$ cat config.mk
export PLATFORM = sky130hd
export DESIGN_NAME = gupc_top
export DESIGN_NICKNAME = d
export VERILOG_FILES = /design/src/gupc_pkg.sv /design/src/gupc_debounce.sv /design/src/gupc_top.sv
export SDC_FILE = /design/constraint.sdc
export NUM_CORES = 1
export LEC_CHECK = 0
export BUFFER_PORTS_ARGS = -buffer_cell sky130_fd_sc_hd__buf_2
export CORE_ASPECT_RATIO = 0.6
export CORE_MARGIN = 3
export CORE_UTILIZATION = 27
export DETAILED_ROUTE_END_ITERATION = 16
export REMOVE_ABC_BUFFERS = 1
export SKIP_CTS_REPAIR_TIMING = 1
export SKIP_LAST_GASP = 1
export SLEW_MARGIN = 0
export SYNTH_ARGS = -nofsm -noshare
export SYNTH_HDL_FRONTEND = slang
export SYNTH_SLANG_ARGS = --single-unit
$ cat constraint.sdc
create_clock -name clk_in -period 3 [get_ports clk_in]
set_input_delay 0.3 -clock clk_in [delete_from_list [all_inputs] [get_ports clk_in]]
set_output_delay 0.3 -clock clk_in [all_outputs]
set_load 0.05 [all_outputs]
$ cat src/gupc_pkg.sv
// Shared constants and types for the upper pin configuration block
package gupc_pkg;
	localparam int          NPINS            = 6;
	localparam int          NCFG             = 3;
	// Register indexes; byte address is four times the index
	localparam logic [7:0]  IDX_CFG_10_11    = 8'h1a;
	localparam logic [7:0]  IDX_CFG_12_13    = 8'h1b;
	localparam logic [7:0]  IDX_CFG_14_15    = 8'h1c;
	localparam logic [7:0]  IDX_IRQ_STATUS   = 8'h20;
	localparam logic [7:0]  IDX_IRQ_CLEAR    = 8'h21;
	localparam logic [7:0]  IDX_IRQ_ENABLE   = 8'h22;
	localparam logic [7:0]  IDX_PIN_LEVEL    = 8'h23;
	localparam logic [7:0]  RST_CFG_10_11    = 8'h89;
	localparam logic [7:0]  RST_CFG_12_13    = 8'h03;
	localparam logic [7:0]  RST_CFG_14_15    = 8'h33;
	// Field positions inside one pin nibble
	localparam int          FLD_SEL_LSB      = 0;
	localparam int          FLD_TYPE         = 2;
	localparam int          FLD_MODE         = 3;
	localparam logic [1:0]  SEL_ALT          = 2'h0;
	localparam logic [1:0]  SEL_INPUT        = 2'h1;
	localparam logic [1:0]  SEL_OPEN_DRAIN   = 2'h2;
	localparam logic [1:0]  SEL_PUSH_PULL    = 2'h3;
	localparam logic [1:0]  SUP_FIRST        = 2'h0;
	localparam logic [1:0]  SUP_SECOND       = 2'h1;
	localparam logic [1:0]  SUP_CORE         = 2'h2;
	localparam int          IRQ_BITS         = 7;
	localparam int          IRQ_WAIT_TIMEOUT = 6;
	localparam int          CLK_MHZ          = 100;
	localparam int          WAIT_TIMEOUT_MS  = 500;
	localparam int          WAIT_TIMEOUT_CYC = WAIT_TIMEOUT_MS * 1000 * CLK_MHZ;
	localparam int          DEBOUNCE_US      = 20;
	localparam int          DEBOUNCE_CYC     = DEBOUNCE_US * CLK_MHZ;
	localparam int          DEB_W            = 12;
	localparam int          WAIT_W           = 26;
	typedef enum logic {GUPC_WS_IDLE, GUPC_WS_RUN} gupc_ws_t;
endpackage

$ cat src/gupc_debounce.sv
// Per-pin input debouncer: output follows input once stable for a full period
`timescale 1ns/1ps
module gupc_debounce
	import gupc_pkg::*;
(
	input  wire logic                    clk_in,
	input  wire logic                    resetn_in,
	input  wire logic                    ce_in,
	input  wire logic [gupc_pkg::NPINS-1:0] raw_in,
	output logic      [gupc_pkg::NPINS-1:0] clean_out
);
	import gupc_pkg::*;

	typedef struct packed {
		logic [NPINS-1:0]            clean;
		logic [NPINS-1:0][DEB_W-1:0] cnt;
	} gupc_deb_t;

	gupc_deb_t st_r;
	gupc_deb_t st_nxt;

	always_comb begin
		st_nxt = st_r;
		for (int i = 0; i < NPINS; i++) begin
			if (raw_in[i] == st_r.clean[i]) begin
				st_nxt.cnt[i] = '0;
			end else if (st_r.cnt[i] == DEB_W'(DEBOUNCE_CYC - 1)) begin
				st_nxt.cnt[i]   = '0;
				st_nxt.clean[i] = raw_in[i];
			end else begin
				st_nxt.cnt[i] = st_r.cnt[i] + DEB_W'(1);
			end
		end
	end

	always_ff @(posedge clk_in or negedge resetn_in) begin
		if (!resetn_in) begin
			st_r <= '0;
		end else if (ce_in) begin
			st_r <= st_nxt;
		end
	end

	assign clean_out = st_r.clean;
endmodule

$ cat src/gupc_top.sv
// Configuration and pin logic for general-purpose pins 10 to 15
// Behaviour
// - Pin10 select: 00 domain1 enable, 01 input, 10 open drain, 11 push-pull; reset 01
// - Pin10 type: 0 active low, 1 active high; output blinks from RTC when 1
// - Pin10 mode 1: debounce, wakeup, wait step times out after 500 ms; outputs level
// - Pin11 select: 00 accessory detect, 01 input, 10 open drain, 11 push-pull; reset 00
// - Pin11 type: 0 active low, 1 active high; output blinks from RTC when 1
// - Pin11 mode resets 1; accessory wakeup only on identification float falling edge
// - Pin12 select: 00 feedback wakeup, 01 input/regulator9, 10 od, 11 pp; reset 11
// - Pin12 input mode 0: no debounce, regulator9 enable follows active input
// - Pin13 select: 00 active-low supply fault, 01 input, 10 od, 11 pp; reset 00
// - Pin14 select: 00 link data forcing pin15 clock, 01 in, 10 od PWM, 11 pp
// - Pin14 in link use: mode 1 raises wakeup on each link access
// - Pin15 select: 00 link clock, 01 input, 10 od PWM, 11 push-pull; reset 11
// - Pin15 type picks link supply first/second; mode_a forces core supply
// - Input pins: mode 1 debounce and wakeup, mode 0 neither; outputs drive mode level
// - Output type 0: first supply, internal pull-up in open drain; 1: second supply, external pull-up
// - Wait step ends on pin10 enable input or timeout; idle by default
`timescale 1ns/1ps
module gupc_top
	import gupc_pkg::*;
#(
	parameter int WAIT_CYCLES = gupc_pkg::WAIT_TIMEOUT_CYC
) (
	input  wire logic                        clk_in,
	input  wire logic                        resetn_in,
	input  wire logic                        ce_in,
	input  wire logic                        psel_in,
	input  wire logic                        penable_in,
	input  wire logic                        pwrite_in,
	input  wire logic [11:0]                 paddr_in,
	input  wire logic [31:0]                 pwdata_in,
	output logic      [31:0]                 prdata_out,
	output logic                             pready_out,
	output logic                             pslverr_out,
	input  wire logic [gupc_pkg::NPINS-1:0]  pin_in,
	output logic      [gupc_pkg::NPINS-1:0]  pin_out,
	output logic      [gupc_pkg::NPINS-1:0]  pin_oe_out,
	output logic      [gupc_pkg::NPINS-1:0]  internal_pullup_out,
	output logic      [gupc_pkg::NPINS-1:0]  second_io_supply_out,
	input  wire logic                        rtc_blink_in,
	input  wire logic                        pwm_in,
	input  wire logic                        supply_fault_n_in,
	input  wire logic                        mode_a_in,
	input  wire logic                        link_access_in,
	input  wire logic                        link_data_low_in,
	input  wire logic                        wait_step_start_in,
	output logic                             domain1_enable_out,
	output logic                             external_wakeup_out,
	output logic                             regulator9_enable_out,
	output logic                             link_active_out,
	output logic      [1:0]                  link_supply_out,
	output logic                             link_data_out,
	output logic                             link_clk_out,
	output logic                             wait_step_done_out,
	output logic                             irq_out
);
	import gupc_pkg::*;

	typedef struct packed {
		logic [NCFG-1:0][7:0]  cfg;
		logic [31:0]           prdata;
		logic                  pready;
		logic                  pslverr;
		logic [IRQ_BITS-1:0]   stat;
		logic [IRQ_BITS-1:0]   en;
		logic                  irq;
		logic [NPINS-1:0]      prev;
		logic [NPINS-1:0]      pout;
		logic [NPINS-1:0]      poe;
		logic [NPINS-1:0]      pull;
		logic [NPINS-1:0]      sup2;
		logic                  dom1;
		logic                  extw;
		logic                  reg9;
		logic                  lnk;
		logic [1:0]            lsup;
		logic                  ldata;
		logic                  lclk;
		gupc_ws_t              ws;
		logic [WAIT_W-1:0]     wcnt;
		logic                  wdone;
	} gupc_state_t;

	gupc_state_t st_r;
	gupc_state_t st_nxt;

	logic [NPINS-1:0] act_raw;
	logic [NPINS-1:0] act_deb;
	logic [NPINS-1:0] act;
	logic [NPINS-1:0] wake;
	logic             acc_setup;
	logic             acc_done;
	logic [7:0]       acc_idx;

	function automatic logic [3:0] nib(input logic [NCFG-1:0][7:0] c, input int p);
		return c[p / 2][(p % 2) * 4 +: 4];
	endfunction

	function automatic logic [1:0] sel_of(input logic [NCFG-1:0][7:0] c, input int p);
		logic [3:0] n;
		n = nib(c, p);
		return n[FLD_SEL_LSB +: 2];
	endfunction

	function automatic logic bit_of(input logic [NCFG-1:0][7:0] c, input int p, input int f);
		logic [3:0] n;
		n = nib(c, p);
		return n[f];
	endfunction

	// Type bit picks polarity: low-active pins are inverted here
	always_comb begin
		for (int i = 0; i < NPINS; i++) begin
			act_raw[i] = pin_in[i] ~^ bit_of(st_r.cfg, i, FLD_TYPE);
		end
	end

	gupc_debounce u_deb (
		.clk_in    (clk_in),
		.resetn_in (resetn_in),
		.ce_in     (ce_in),
		.raw_in    (act_raw),
		.clean_out (act_deb)
	);

	// Mode 0 bypasses the filter so regulator9 follows the pin at once
	always_comb begin
		for (int i = 0; i < NPINS; i++) begin
			act[i] = bit_of(st_r.cfg, i, FLD_MODE) ? act_deb[i] : act_raw[i];
		end
	end

	always_comb begin
		for (int i = 0; i < NPINS; i++) begin
			wake[i] = 1'b0;
			if (bit_of(st_r.cfg, i, FLD_MODE) && !bit_of(st_r.cfg, i, FLD_SEL_LSB + 1)) begin
				wake[i] = act[i] && !st_r.prev[i];
			end
		end
		if (sel_of(st_r.cfg, 1) == SEL_ALT) begin
			wake[1] = bit_of(st_r.cfg, 1, FLD_MODE) && !act[1] && st_r.prev[1];
		end
		if (sel_of(st_r.cfg, 3) == SEL_ALT) begin
			wake[3] = 1'b0;
		end
		if (sel_of(st_r.cfg, 4) == SEL_ALT) begin
			wake[4] = bit_of(st_r.cfg, 4, FLD_MODE) && link_access_in;
		end
		if (sel_of(st_r.cfg, 4) == SEL_ALT || sel_of(st_r.cfg, 5) == SEL_ALT) begin
			wake[5] = 1'b0;
		end
	end

	assign acc_setup = psel_in && !penable_in;
	assign acc_done  = psel_in && penable_in && st_r.pready;
	assign acc_idx   = paddr_in[9:2];

	always_comb begin
		logic [1:0] s;
		logic       lvl;
		logic       od;
		s   = '0;
		lvl = 1'b0;
		od  = 1'b0;
		st_nxt = st_r;
		// Answer one cycle after the access phase starts
		st_nxt.pready  = psel_in && penable_in && !st_r.pready;
		st_nxt.pslverr = 1'b0;
		if (psel_in && penable_in && !st_r.pready) begin
			st_nxt.prdata = '0;
			case (acc_idx)
				IDX_CFG_10_11:  st_nxt.prdata[7:0] = st_r.cfg[0];
				IDX_CFG_12_13:  st_nxt.prdata[7:0] = st_r.cfg[1];
				IDX_CFG_14_15:  st_nxt.prdata[7:0] = st_r.cfg[2];
				IDX_IRQ_STATUS: st_nxt.prdata[IRQ_BITS-1:0] = st_r.stat;
				IDX_IRQ_CLEAR:  st_nxt.prdata = '0;
				IDX_IRQ_ENABLE: st_nxt.prdata[IRQ_BITS-1:0] = st_r.en;
				IDX_PIN_LEVEL:  st_nxt.prdata[NPINS-1:0] = st_r.prev;
				default:        st_nxt.pslverr = 1'b1;
			endcase
			if (paddr_in[1:0] != 2'h0 || paddr_in[11:10] != 2'h0) begin
				st_nxt.pslverr = 1'b1;
			end
		end
		if (acc_done && pwrite_in && !st_r.pslverr) begin
			case (acc_idx)
				IDX_CFG_10_11:  st_nxt.cfg[0] = pwdata_in[7:0];
				IDX_CFG_12_13:  st_nxt.cfg[1] = pwdata_in[7:0];
				IDX_CFG_14_15:  st_nxt.cfg[2] = pwdata_in[7:0];
				IDX_IRQ_CLEAR:  st_nxt.stat = st_r.stat & ~pwdata_in[IRQ_BITS-1:0];
				IDX_IRQ_ENABLE: st_nxt.en = pwdata_in[IRQ_BITS-1:0];
				default:        st_nxt.stat = st_r.stat;
			endcase
		end

		// Wait step of the sequencer
		st_nxt.wdone = 1'b0;
		case (st_r.ws)
			GUPC_WS_IDLE: begin
				st_nxt.wcnt = '0;
				if (wait_step_start_in) begin
					st_nxt.ws = GUPC_WS_RUN;
				end
			end
			GUPC_WS_RUN: begin
				st_nxt.wcnt = st_r.wcnt + WAIT_W'(1);
				if (sel_of(st_r.cfg, 0) == SEL_ALT && act[0]) begin
					st_nxt.ws    = GUPC_WS_IDLE;
					st_nxt.wdone = 1'b1;
				end else if (bit_of(st_r.cfg, 0, FLD_MODE)
					&& st_r.wcnt == WAIT_W'(WAIT_CYCLES - 1)) begin
					st_nxt.ws    = GUPC_WS_IDLE;
					st_nxt.wdone = 1'b1;
					st_nxt.stat[IRQ_WAIT_TIMEOUT] = 1'b1;
				end
			end
			default: st_nxt.ws = GUPC_WS_IDLE;
		endcase

		// Events set after the clear so a coincident event survives
		st_nxt.stat[NPINS-1:0] = st_nxt.stat[NPINS-1:0] | wake;
		st_nxt.irq  = |(st_nxt.stat & st_r.en);
		st_nxt.prev = act;

		for (int i = 0; i < NPINS; i++) begin
			s   = sel_of(st_r.cfg, i);
			lvl = bit_of(st_r.cfg, i, FLD_MODE);
			if (i < 2 && bit_of(st_r.cfg, i, FLD_TYPE)) begin
				lvl = rtc_blink_in;
			end
			if (i >= 4 && s == SEL_OPEN_DRAIN) begin
				lvl = lvl && pwm_in;
			end
			od = (s == SEL_OPEN_DRAIN);
			st_nxt.pout[i] = (s == SEL_PUSH_PULL) && lvl;
			st_nxt.poe[i]  = (s == SEL_PUSH_PULL) || (od && !lvl);
			st_nxt.pull[i] = od && !bit_of(st_r.cfg, i, FLD_TYPE);
			st_nxt.sup2[i] = bit_of(st_r.cfg, i, FLD_TYPE);
		end
		// Active-low fault output, driven push-pull
		if (sel_of(st_r.cfg, 3) == SEL_ALT) begin
			st_nxt.pout[3] = supply_fault_n_in;
			st_nxt.poe[3]  = 1'b1;
		end
		st_nxt.lnk = sel_of(st_r.cfg, 4) == SEL_ALT;
		if (st_nxt.lnk) begin
			st_nxt.pout[4] = 1'b0;
			st_nxt.poe[4]  = link_data_low_in;
			st_nxt.pout[5] = 1'b0;
			st_nxt.poe[5]  = 1'b0;
		end else if (sel_of(st_r.cfg, 5) == SEL_ALT) begin
			st_nxt.pout[5] = 1'b0;
			st_nxt.poe[5]  = 1'b0;
		end
		st_nxt.lsup  = mode_a_in ? SUP_CORE
			: (bit_of(st_r.cfg, 5, FLD_TYPE) ? SUP_SECOND : SUP_FIRST);
		st_nxt.ldata = pin_in[4];
		st_nxt.lclk  = pin_in[5];
		st_nxt.dom1  = (sel_of(st_r.cfg, 0) == SEL_ALT) && act[0];
		st_nxt.extw  = (sel_of(st_r.cfg, 2) == SEL_ALT) && act[2];
		st_nxt.reg9  = (sel_of(st_r.cfg, 2) == SEL_INPUT)
			&& !bit_of(st_r.cfg, 2, FLD_MODE) && act[2];
	end

	always_ff @(posedge clk_in or negedge resetn_in) begin
		if (!resetn_in) begin
			st_r        <= '0;
			st_r.cfg[0] <= RST_CFG_10_11;
			st_r.cfg[1] <= RST_CFG_12_13;
			st_r.cfg[2] <= RST_CFG_14_15;
			st_r.ws     <= GUPC_WS_IDLE;
		end else if (ce_in) begin
			st_r <= st_nxt;
		end
	end

	assign prdata_out            = st_r.prdata;
	assign pready_out            = st_r.pready;
	assign pslverr_out           = st_r.pslverr;
	assign pin_out               = st_r.pout;
	assign pin_oe_out            = st_r.poe;
	assign internal_pullup_out   = st_r.pull;
	assign second_io_supply_out  = st_r.sup2;
	assign domain1_enable_out    = st_r.dom1;
	assign external_wakeup_out   = st_r.extw;
	assign regulator9_enable_out = st_r.reg9;
	assign link_active_out       = st_r.lnk;
	assign link_supply_out       = st_r.lsup;
	assign link_data_out         = st_r.ldata;
	assign link_clk_out          = st_r.lclk;
	assign wait_step_done_out    = st_r.wdone;
	assign irq_out               = st_r.irq;
endmodule

# Word-level counts from Yosys, hierarchy flattened
# Index checks and enable logic that the tools add are counted.
[word_totals] register_bits=193 in_bits=63 word_cells=255
[classes] n_addsub=7 mux=61 bitwise=17 n_reduce_logical=101 n_eq_ne=33
[op_table] operator="$mux W12" n=12
[op_table] operator="$add A12 B1 Y12 const B" n=6
[op_table] operator="$eq A12 B11 Y1 const B" n=6
[op_table] operator="$pmux W27 S2" n=1
[op_table] operator="$logic_and A1 B1 Y1" n=45
[op_table] operator="$mux W1" n=41
[op_table] operator="$pmux W6 S6" n=1
[op_table] operator="$eq A8 B6 Y1 const B" n=4
[op_table] operator="$reduce_and A3 Y1" n=10
[op_table] operator="$logic_not A1 Y1" n=27
[op_table] operator="$add A26 B1 Y26 const B" n=1
[op_table] operator="$eq A26 B26 Y1 const B" n=1
[op_table] operator="$eq A2 B2 Y1 const B" n=12
[op_table] operator="$eq A8 B5 Y1 const B" n=3
[op_table] operator="$and A7 B7 Y7" n=2
[op_table] operator="$mux W14" n=1
[op_table] operator="$mux W7" n=2
[op_table] operator="$reduce_or A7 Y1" n=2
[op_table] operator="$logic_not A2 Y1" n=6
[op_table] operator="$logic_or A1 B1 Y1" n=8
[op_table] operator="$not A1 Y1" n=7
[op_table] operator="$not A7 Y7" n=1
[op_table] operator="$eq A1 B1 Y1" n=6
[op_table] operator="$or A6 B6 Y6" n=1
[op_table] operator="7 further kinds" n=13

# Longest topological paths before layout
[depth] ltp_word=10 mapped_depth=8

# Modules after synthesis
# Synthesis repeated with hierarchy kept, for this count alone.
[unflattened] hier_cells=1029 area_unflattened_um2=10348.7
[by_module_without_submodules] module="gupc_top" instances=1 area_each_um2=6089.6 seq_area_each_um2=2889.0 cells_each=584
[by_module_without_submodules] module="gupc_debounce" instances=1 area_each_um2=4259.1 seq_area_each_um2=1951.9 cells_each=445

# Least setup slack after synthesis
# OpenSTA, ideal clock, no wires.
[synth_path] path_type="input port to flip-flop" startpoint="in paddr_in[6]" endpoint="reg st_r[67] (netlist bit)" stages=5 arrival_ps=1971 setup_slack_ps=904 required_time_ps=2875 setup_ps=125 cell_sequence="or4b_1 or2_1 buf_6 nor4_4 mux2_2"
[synth_between] elab_chain_len=2
[synth_rtl] element="start, declared" line_no="gupc_top.sv:31" source="input wire logic [11:0] paddr_in,"
[synth_rtl] element="$eq A8 B6 Y1" line_no="gupc_top.sv:187" source="case (acc_idx)"
[synth_rtl] element="$reduce_and A3 Y1 (no line)"
[synth_rtl] element="end signal, assigned" line_no="gupc_top.sv:274" source="st_r <= st_nxt;"
[synth_rtl] element="end, declared" line_no="gupc_top.sv:85" source="gupc_state_t st_r;"
# Every way passes these cells.
# A chain may end at the register's enable or synchronous reset.

# Worst setup path after layout
[layout_path] startpoint="reg st_r (netlist bit st_nxt[39])" endpoint="reg u_deb.st_r[47] (netlist bit)"
[layout_between] elab_chain_len=3
[layout_rtl] element="$xnor A1 B1 Y1" line_no="gupc_top.sv:115" source="act_raw[i] = pin_in[i] ~^ bit_of(st_r.cfg, i, FLD_TYPE);"
[layout_rtl] element="$eq A1 B1 Y1" line_no="gupc_debounce.sv:25" source="if (raw_in[i] == st_r.clean[i]) begin"
[layout_rtl] element="$mux W12" line_no="gupc_debounce.sv:25"
[layout_rtl] element="end signal, assigned" line_no="gupc_debounce.sv:40" source="st_r <= st_nxt;"
[layout_rtl] element="end, declared" line_no="gupc_debounce.sv:19" source="gupc_deb_t st_r;"
# Every way passes these cells.

==> flow_metrics.tcl <==
set metrics [dict create \
    slowest_cp_cell "sky130_fd_sc_hd__nor2_1" \
    ant_nets 0 \
    die_h_microns 157 \
    critical_path.endpoint "u_deb.st_r[47]$_DFFE_PN0P_" \
    power.leakage_nw 4.96 \
    yosys_most_used_dff "sky130_fd_sc_hd__dfrtp_1" \
    grt_pass1_wl_microns 42700 \
    startpoint "st_nxt[39]$_DFFE_PN0P_" \
    setup_slack_reg_to_reg_ns 0.48 \
    cp-start-kind "flop" \
    tritoncts "done" \
    nNetsFinal 1154 \
    synth-seq-area-share_pct 47.1 \
    max-cap-violations 0 \
    drt-pass1-iter-count 8 \
    cts.root.buffer_cell "sky130_fd_sc_hd__clkbuf_16" \
    drive_above_1_share_pct 18.0 \
    antennaDiodeCount 0 \
    netlist.area_leader.share_pct 44.8 \
    route.detailed.drc 0 \
    yosys-top-cells-area "sky130_fd_sc_hd__dfrtp_1 45%, sky130_fd_sc_hd__mux2_2 5.4%, sky130_fd_sc_hd__buf_4 4.4%" \
    rr_endpoint "u_deb.st_r[47]$_DFFE_PN0P_" \
    post-synth-top-area-cell "sky130_fd_sc_hd__dfrtp_1" \
    detailroute.via_count 8012 \
    timing.critical_path.fanout_max 17 \
    die-width_microns 258 \
    grt_util_met2_pct 18.6 \
    worstMarginPinSlew_ns 1.05 \
    rows 54 \
    worst_setup_hold_path_clk_slew_ns 0.07 \
    dr.first_iter.drc_count 782 \
    worstSetupPathType "flop to flop" \
    timing.final.hold_violations 0 \
    chain_of_cells_forming_the_critical_path "xnor3_1 -> o41ai_1 -> buf_4 -> nor2_1 -> o21ai_0 -> a31oi_1" \
    crit_path_end_kind "flop" \
    cts.sink_count 193 \
    cts-root-to-sink-buffers 2 \
    first_global_vias 7450 \
    final_period_minus_worst_setup_slack_ns 2.52 \
    p_per_area_mw_per_mm2 517 \
    ff2ff_path_depth 6 \
    pin_count_of_the_biggest_net_entering_global_routing 68 \
    rsz_0062_raised_after_global_routing "false" \
    io_pins 131 \
    cts.htree.levels 4 \
    vdd_drop_max_v 0.000380 \
    initial_antenna_violation_count 1 \
    status "complete, no violations" \
    critical_path_rt_ns 3.35 \
    global_route.peak_usage_layer "met1" \
    finalSetupViolCount 0 \
    layout.cells.most_common_list "184 x sky130_fd_sc_hd__dfrtp_1, 120 x sky130_fd_sc_hd__nand2_1, 86 x sky130_fd_sc_hd__o21ai_0" \
    wire_per_inst_microns 16.6 \
    dieArea_sq_mm 0.0405 \
    gp_routability_congestion 0.809 \
    timing.max_slew.rel_slack_pct 29.5 \
    worst-endpoint-arrival_ns 2.88 \
    synth.lib_cells_used.distinct 62 \
    tritoncts.num_buffers 17 \
    post_synth.cell_area_avg_sq_um 9.79 \
    report.power.total_mw 5.97 \
    post_synth_instance_area_sq_mm 0.0103 \
    place.detailed.hpwl_microns 19000 \
    grt_util_all_layers_pct 13.3 \
    hold-worst-slack_ns 0.115 \
    avgViaCountPerCell 5.00 \
    num-fill-cells 3813 \
    initial_core_util_pct 27.8 \
    worst_hold_path_type "input port to flop" \
    overflow 0 \
    insertion_delay_ns 0.44 \
    ys_warn_count 0 \
    groute.layer.met1.usage_pct 20.6 \
    synth_cells 1050 \
    final.setup_skew_ns 0.0132 \
    timing_max_transition_violations_final 0 \
    delay_of_the_slowest_cell_on_the_worst_path_ns 0.79 \
    ys_async_sr_fraction_pct 100 \
    timing.final.crit_share_pct 84.1 \
    totalWireLength_microns 26600 \
    syn2layout_area_growth_pct 12.4 \
    fmax_ghz 0.396 \
    regToRegStartpoint "st_nxt[39]$_DFFE_PN0P_" \
    place.port_buffers 82 \
    ys_ff_latch 193 \
    synth-edff-count 0 \
    fin_tns_setup_ns 0 \
    met3_usage_pct 2.72 \
    core_footprint_sq_mm 0.0370 \
    final_common_cell "sky130_fd_sc_hd__dfrtp_1" \
]
==> registers in the layout, summed over array words and instances (netlist names) <==
register               cells
domain1_enable_out         1
external_wakeup_out        1
internal_pullup_out        6
irq_out                    1
link_active_out            1
link_clk_out               1
link_data_out              1
link_supply_out            2
pin_oe_out                 6
pin_out                    6
prdata_out                 8
pready_out                 1
pslverr_out                1
regulator9_enable_out      1
second_io_supply_out       6
st_nxt                     6
st_r                      65
u_deb.clean_out            6
u_deb.st_r                72
wait_step_done_out         1
==> Yosys cell counts (5+ instances only) <==
cell type	count
sky130_fd_sc_hd__buf_1	5
sky130_fd_sc_hd__nand3b_1	5
sky130_fd_sc_hd__o41ai_1	7
sky130_fd_sc_hd__o31ai_1	10
sky130_fd_sc_hd__nor2b_1	7
sky130_fd_sc_hd__xnor3_1	6
sky130_fd_sc_hd__dfstp_2	9
sky130_fd_sc_hd__nor4b_1	5
sky130_fd_sc_hd__and3_1	22
sky130_fd_sc_hd__o32ai_1	7
sky130_fd_sc_hd__nand2_1	120
sky130_fd_sc_hd__and2_1	8
sky130_fd_sc_hd__nand3_1	40
sky130_fd_sc_hd__inv_1	36
sky130_fd_sc_hd__a21o_1	12
sky130_fd_sc_hd__mux2i_1	21
sky130_fd_sc_hd__nor3_1	17
sky130_fd_sc_hd__and4_1	5
sky130_fd_sc_hd__o21ai_0	86
sky130_fd_sc_hd__nand2b_1	10
sky130_fd_sc_hd__a221oi_1	8
sky130_fd_sc_hd__a21oi_1	25
sky130_fd_sc_hd__nor2_1	62
sky130_fd_sc_hd__xnor2_1	21
sky130_fd_sc_hd__o2bb2ai_1	11
sky130_fd_sc_hd__buf_4	60
sky130_fd_sc_hd__clkbuf_1	38
sky130_fd_sc_hd__or3_1	13
sky130_fd_sc_hd__a2bb2oi_1	6
sky130_fd_sc_hd__mux2_2	49
sky130_fd_sc_hd__nor4_1	17
sky130_fd_sc_hd__ha_1	7
sky130_fd_sc_hd__dfrtp_1	184
sky130_fd_sc_hd__a31oi_1	41
sky130_fd_sc_hd__a22o_1	11
sky130_fd_sc_hd__nand4_1	14
==> how the worst min path moves through the flow <==
stage,end,cells past startpoint,start
floorplan,domain1_enable_out$_DFFE_PN0P_,0,resetn_in
global placement,pin_oe_out[3]$_DFFE_PN0P_,1,resetn_in
detailed placement,internal_pullup_out[3]$_DFFE_PN0P_,1,resetn_in
CTS,pin_oe_out[3]$_DFFE_PN0P_,1,resetn_in
global route,link_supply_out[1]$_DFFE_PN0P_,2,mode_a_in
finish,link_supply_out[1]$_DFFE_PN0P_,2,mode_a_in
==> worst max-delay path, delay by kind of cell (launching register included) <==
family / cells / cell delay, ns
XOR/XNOR: 1 / 0.33
AND/OR/NAND/NOR: 1 / 0.79
buffers and inverters: 1 / 0.15
flip-flops: 1 / 0.59
AO/OA/AOI/OAI: 3 / 0.59
==> per-layer routing <==
metal	vias up	share of wire (%)
met5	-	0
met4	0	0.68
met3	14	5.3
met2	195	41
met1	4011	53
li1	3792	-
==> area by class of cell <==
class	instances	area [sq um]	area share (%)
clock buffers	21	440	3.81
clock inverters	11	179	1.55
inverters	37	139	1.20
multi-input cells	737	4750	41.1
flip-flops and latches	193	4840	41.9
well taps	504	631	5.46
repair buffers	98	569	4.93
==> report_power, final <==
group	leakage, nW	internal, mW	switching [mW]
clock network	0.293	1.41	1.04
logic	2.10	0.209	0.507
registers	2.56	2.70	0.0937
==> stage by stage <==
| stage | setup slack, ns | instance area [sq um] | std cells | utilization (%) |
|---|---|---|---|---|
| floorplan | 0.670 | 9730 | 967 | - |
| global placement | 0.589 | 10900 | 1568 | 29.5 |
| detailed placement | 0.573 | 10900 | 1568 | 29.5 |
| CTS | 0.532 | 11500 | 1600 | 31.2 |
| global route | 0.321 | 11500 | 1601 | 31.3 |
| finish | 0.477 | 11500 | 1601 | 31.3 |
==> cell families (layout without fill, tap and decap cells) <==
family,after synthesis,after routing,synth area share [%]
AO/OA/AOI/OAI,240,240,15.6
multiplexers,70,70,7.41
adder cells (fa/ha/maj),7,7,0.852
AND/OR/NAND/NOR,365,365,18.1
XOR/XNOR,31,31,3.45
other,1,24,0.0365
flip-flops,193,193,47.1
buffers and inverters,143,167,7.51
(Power assumes the default switching activity.)
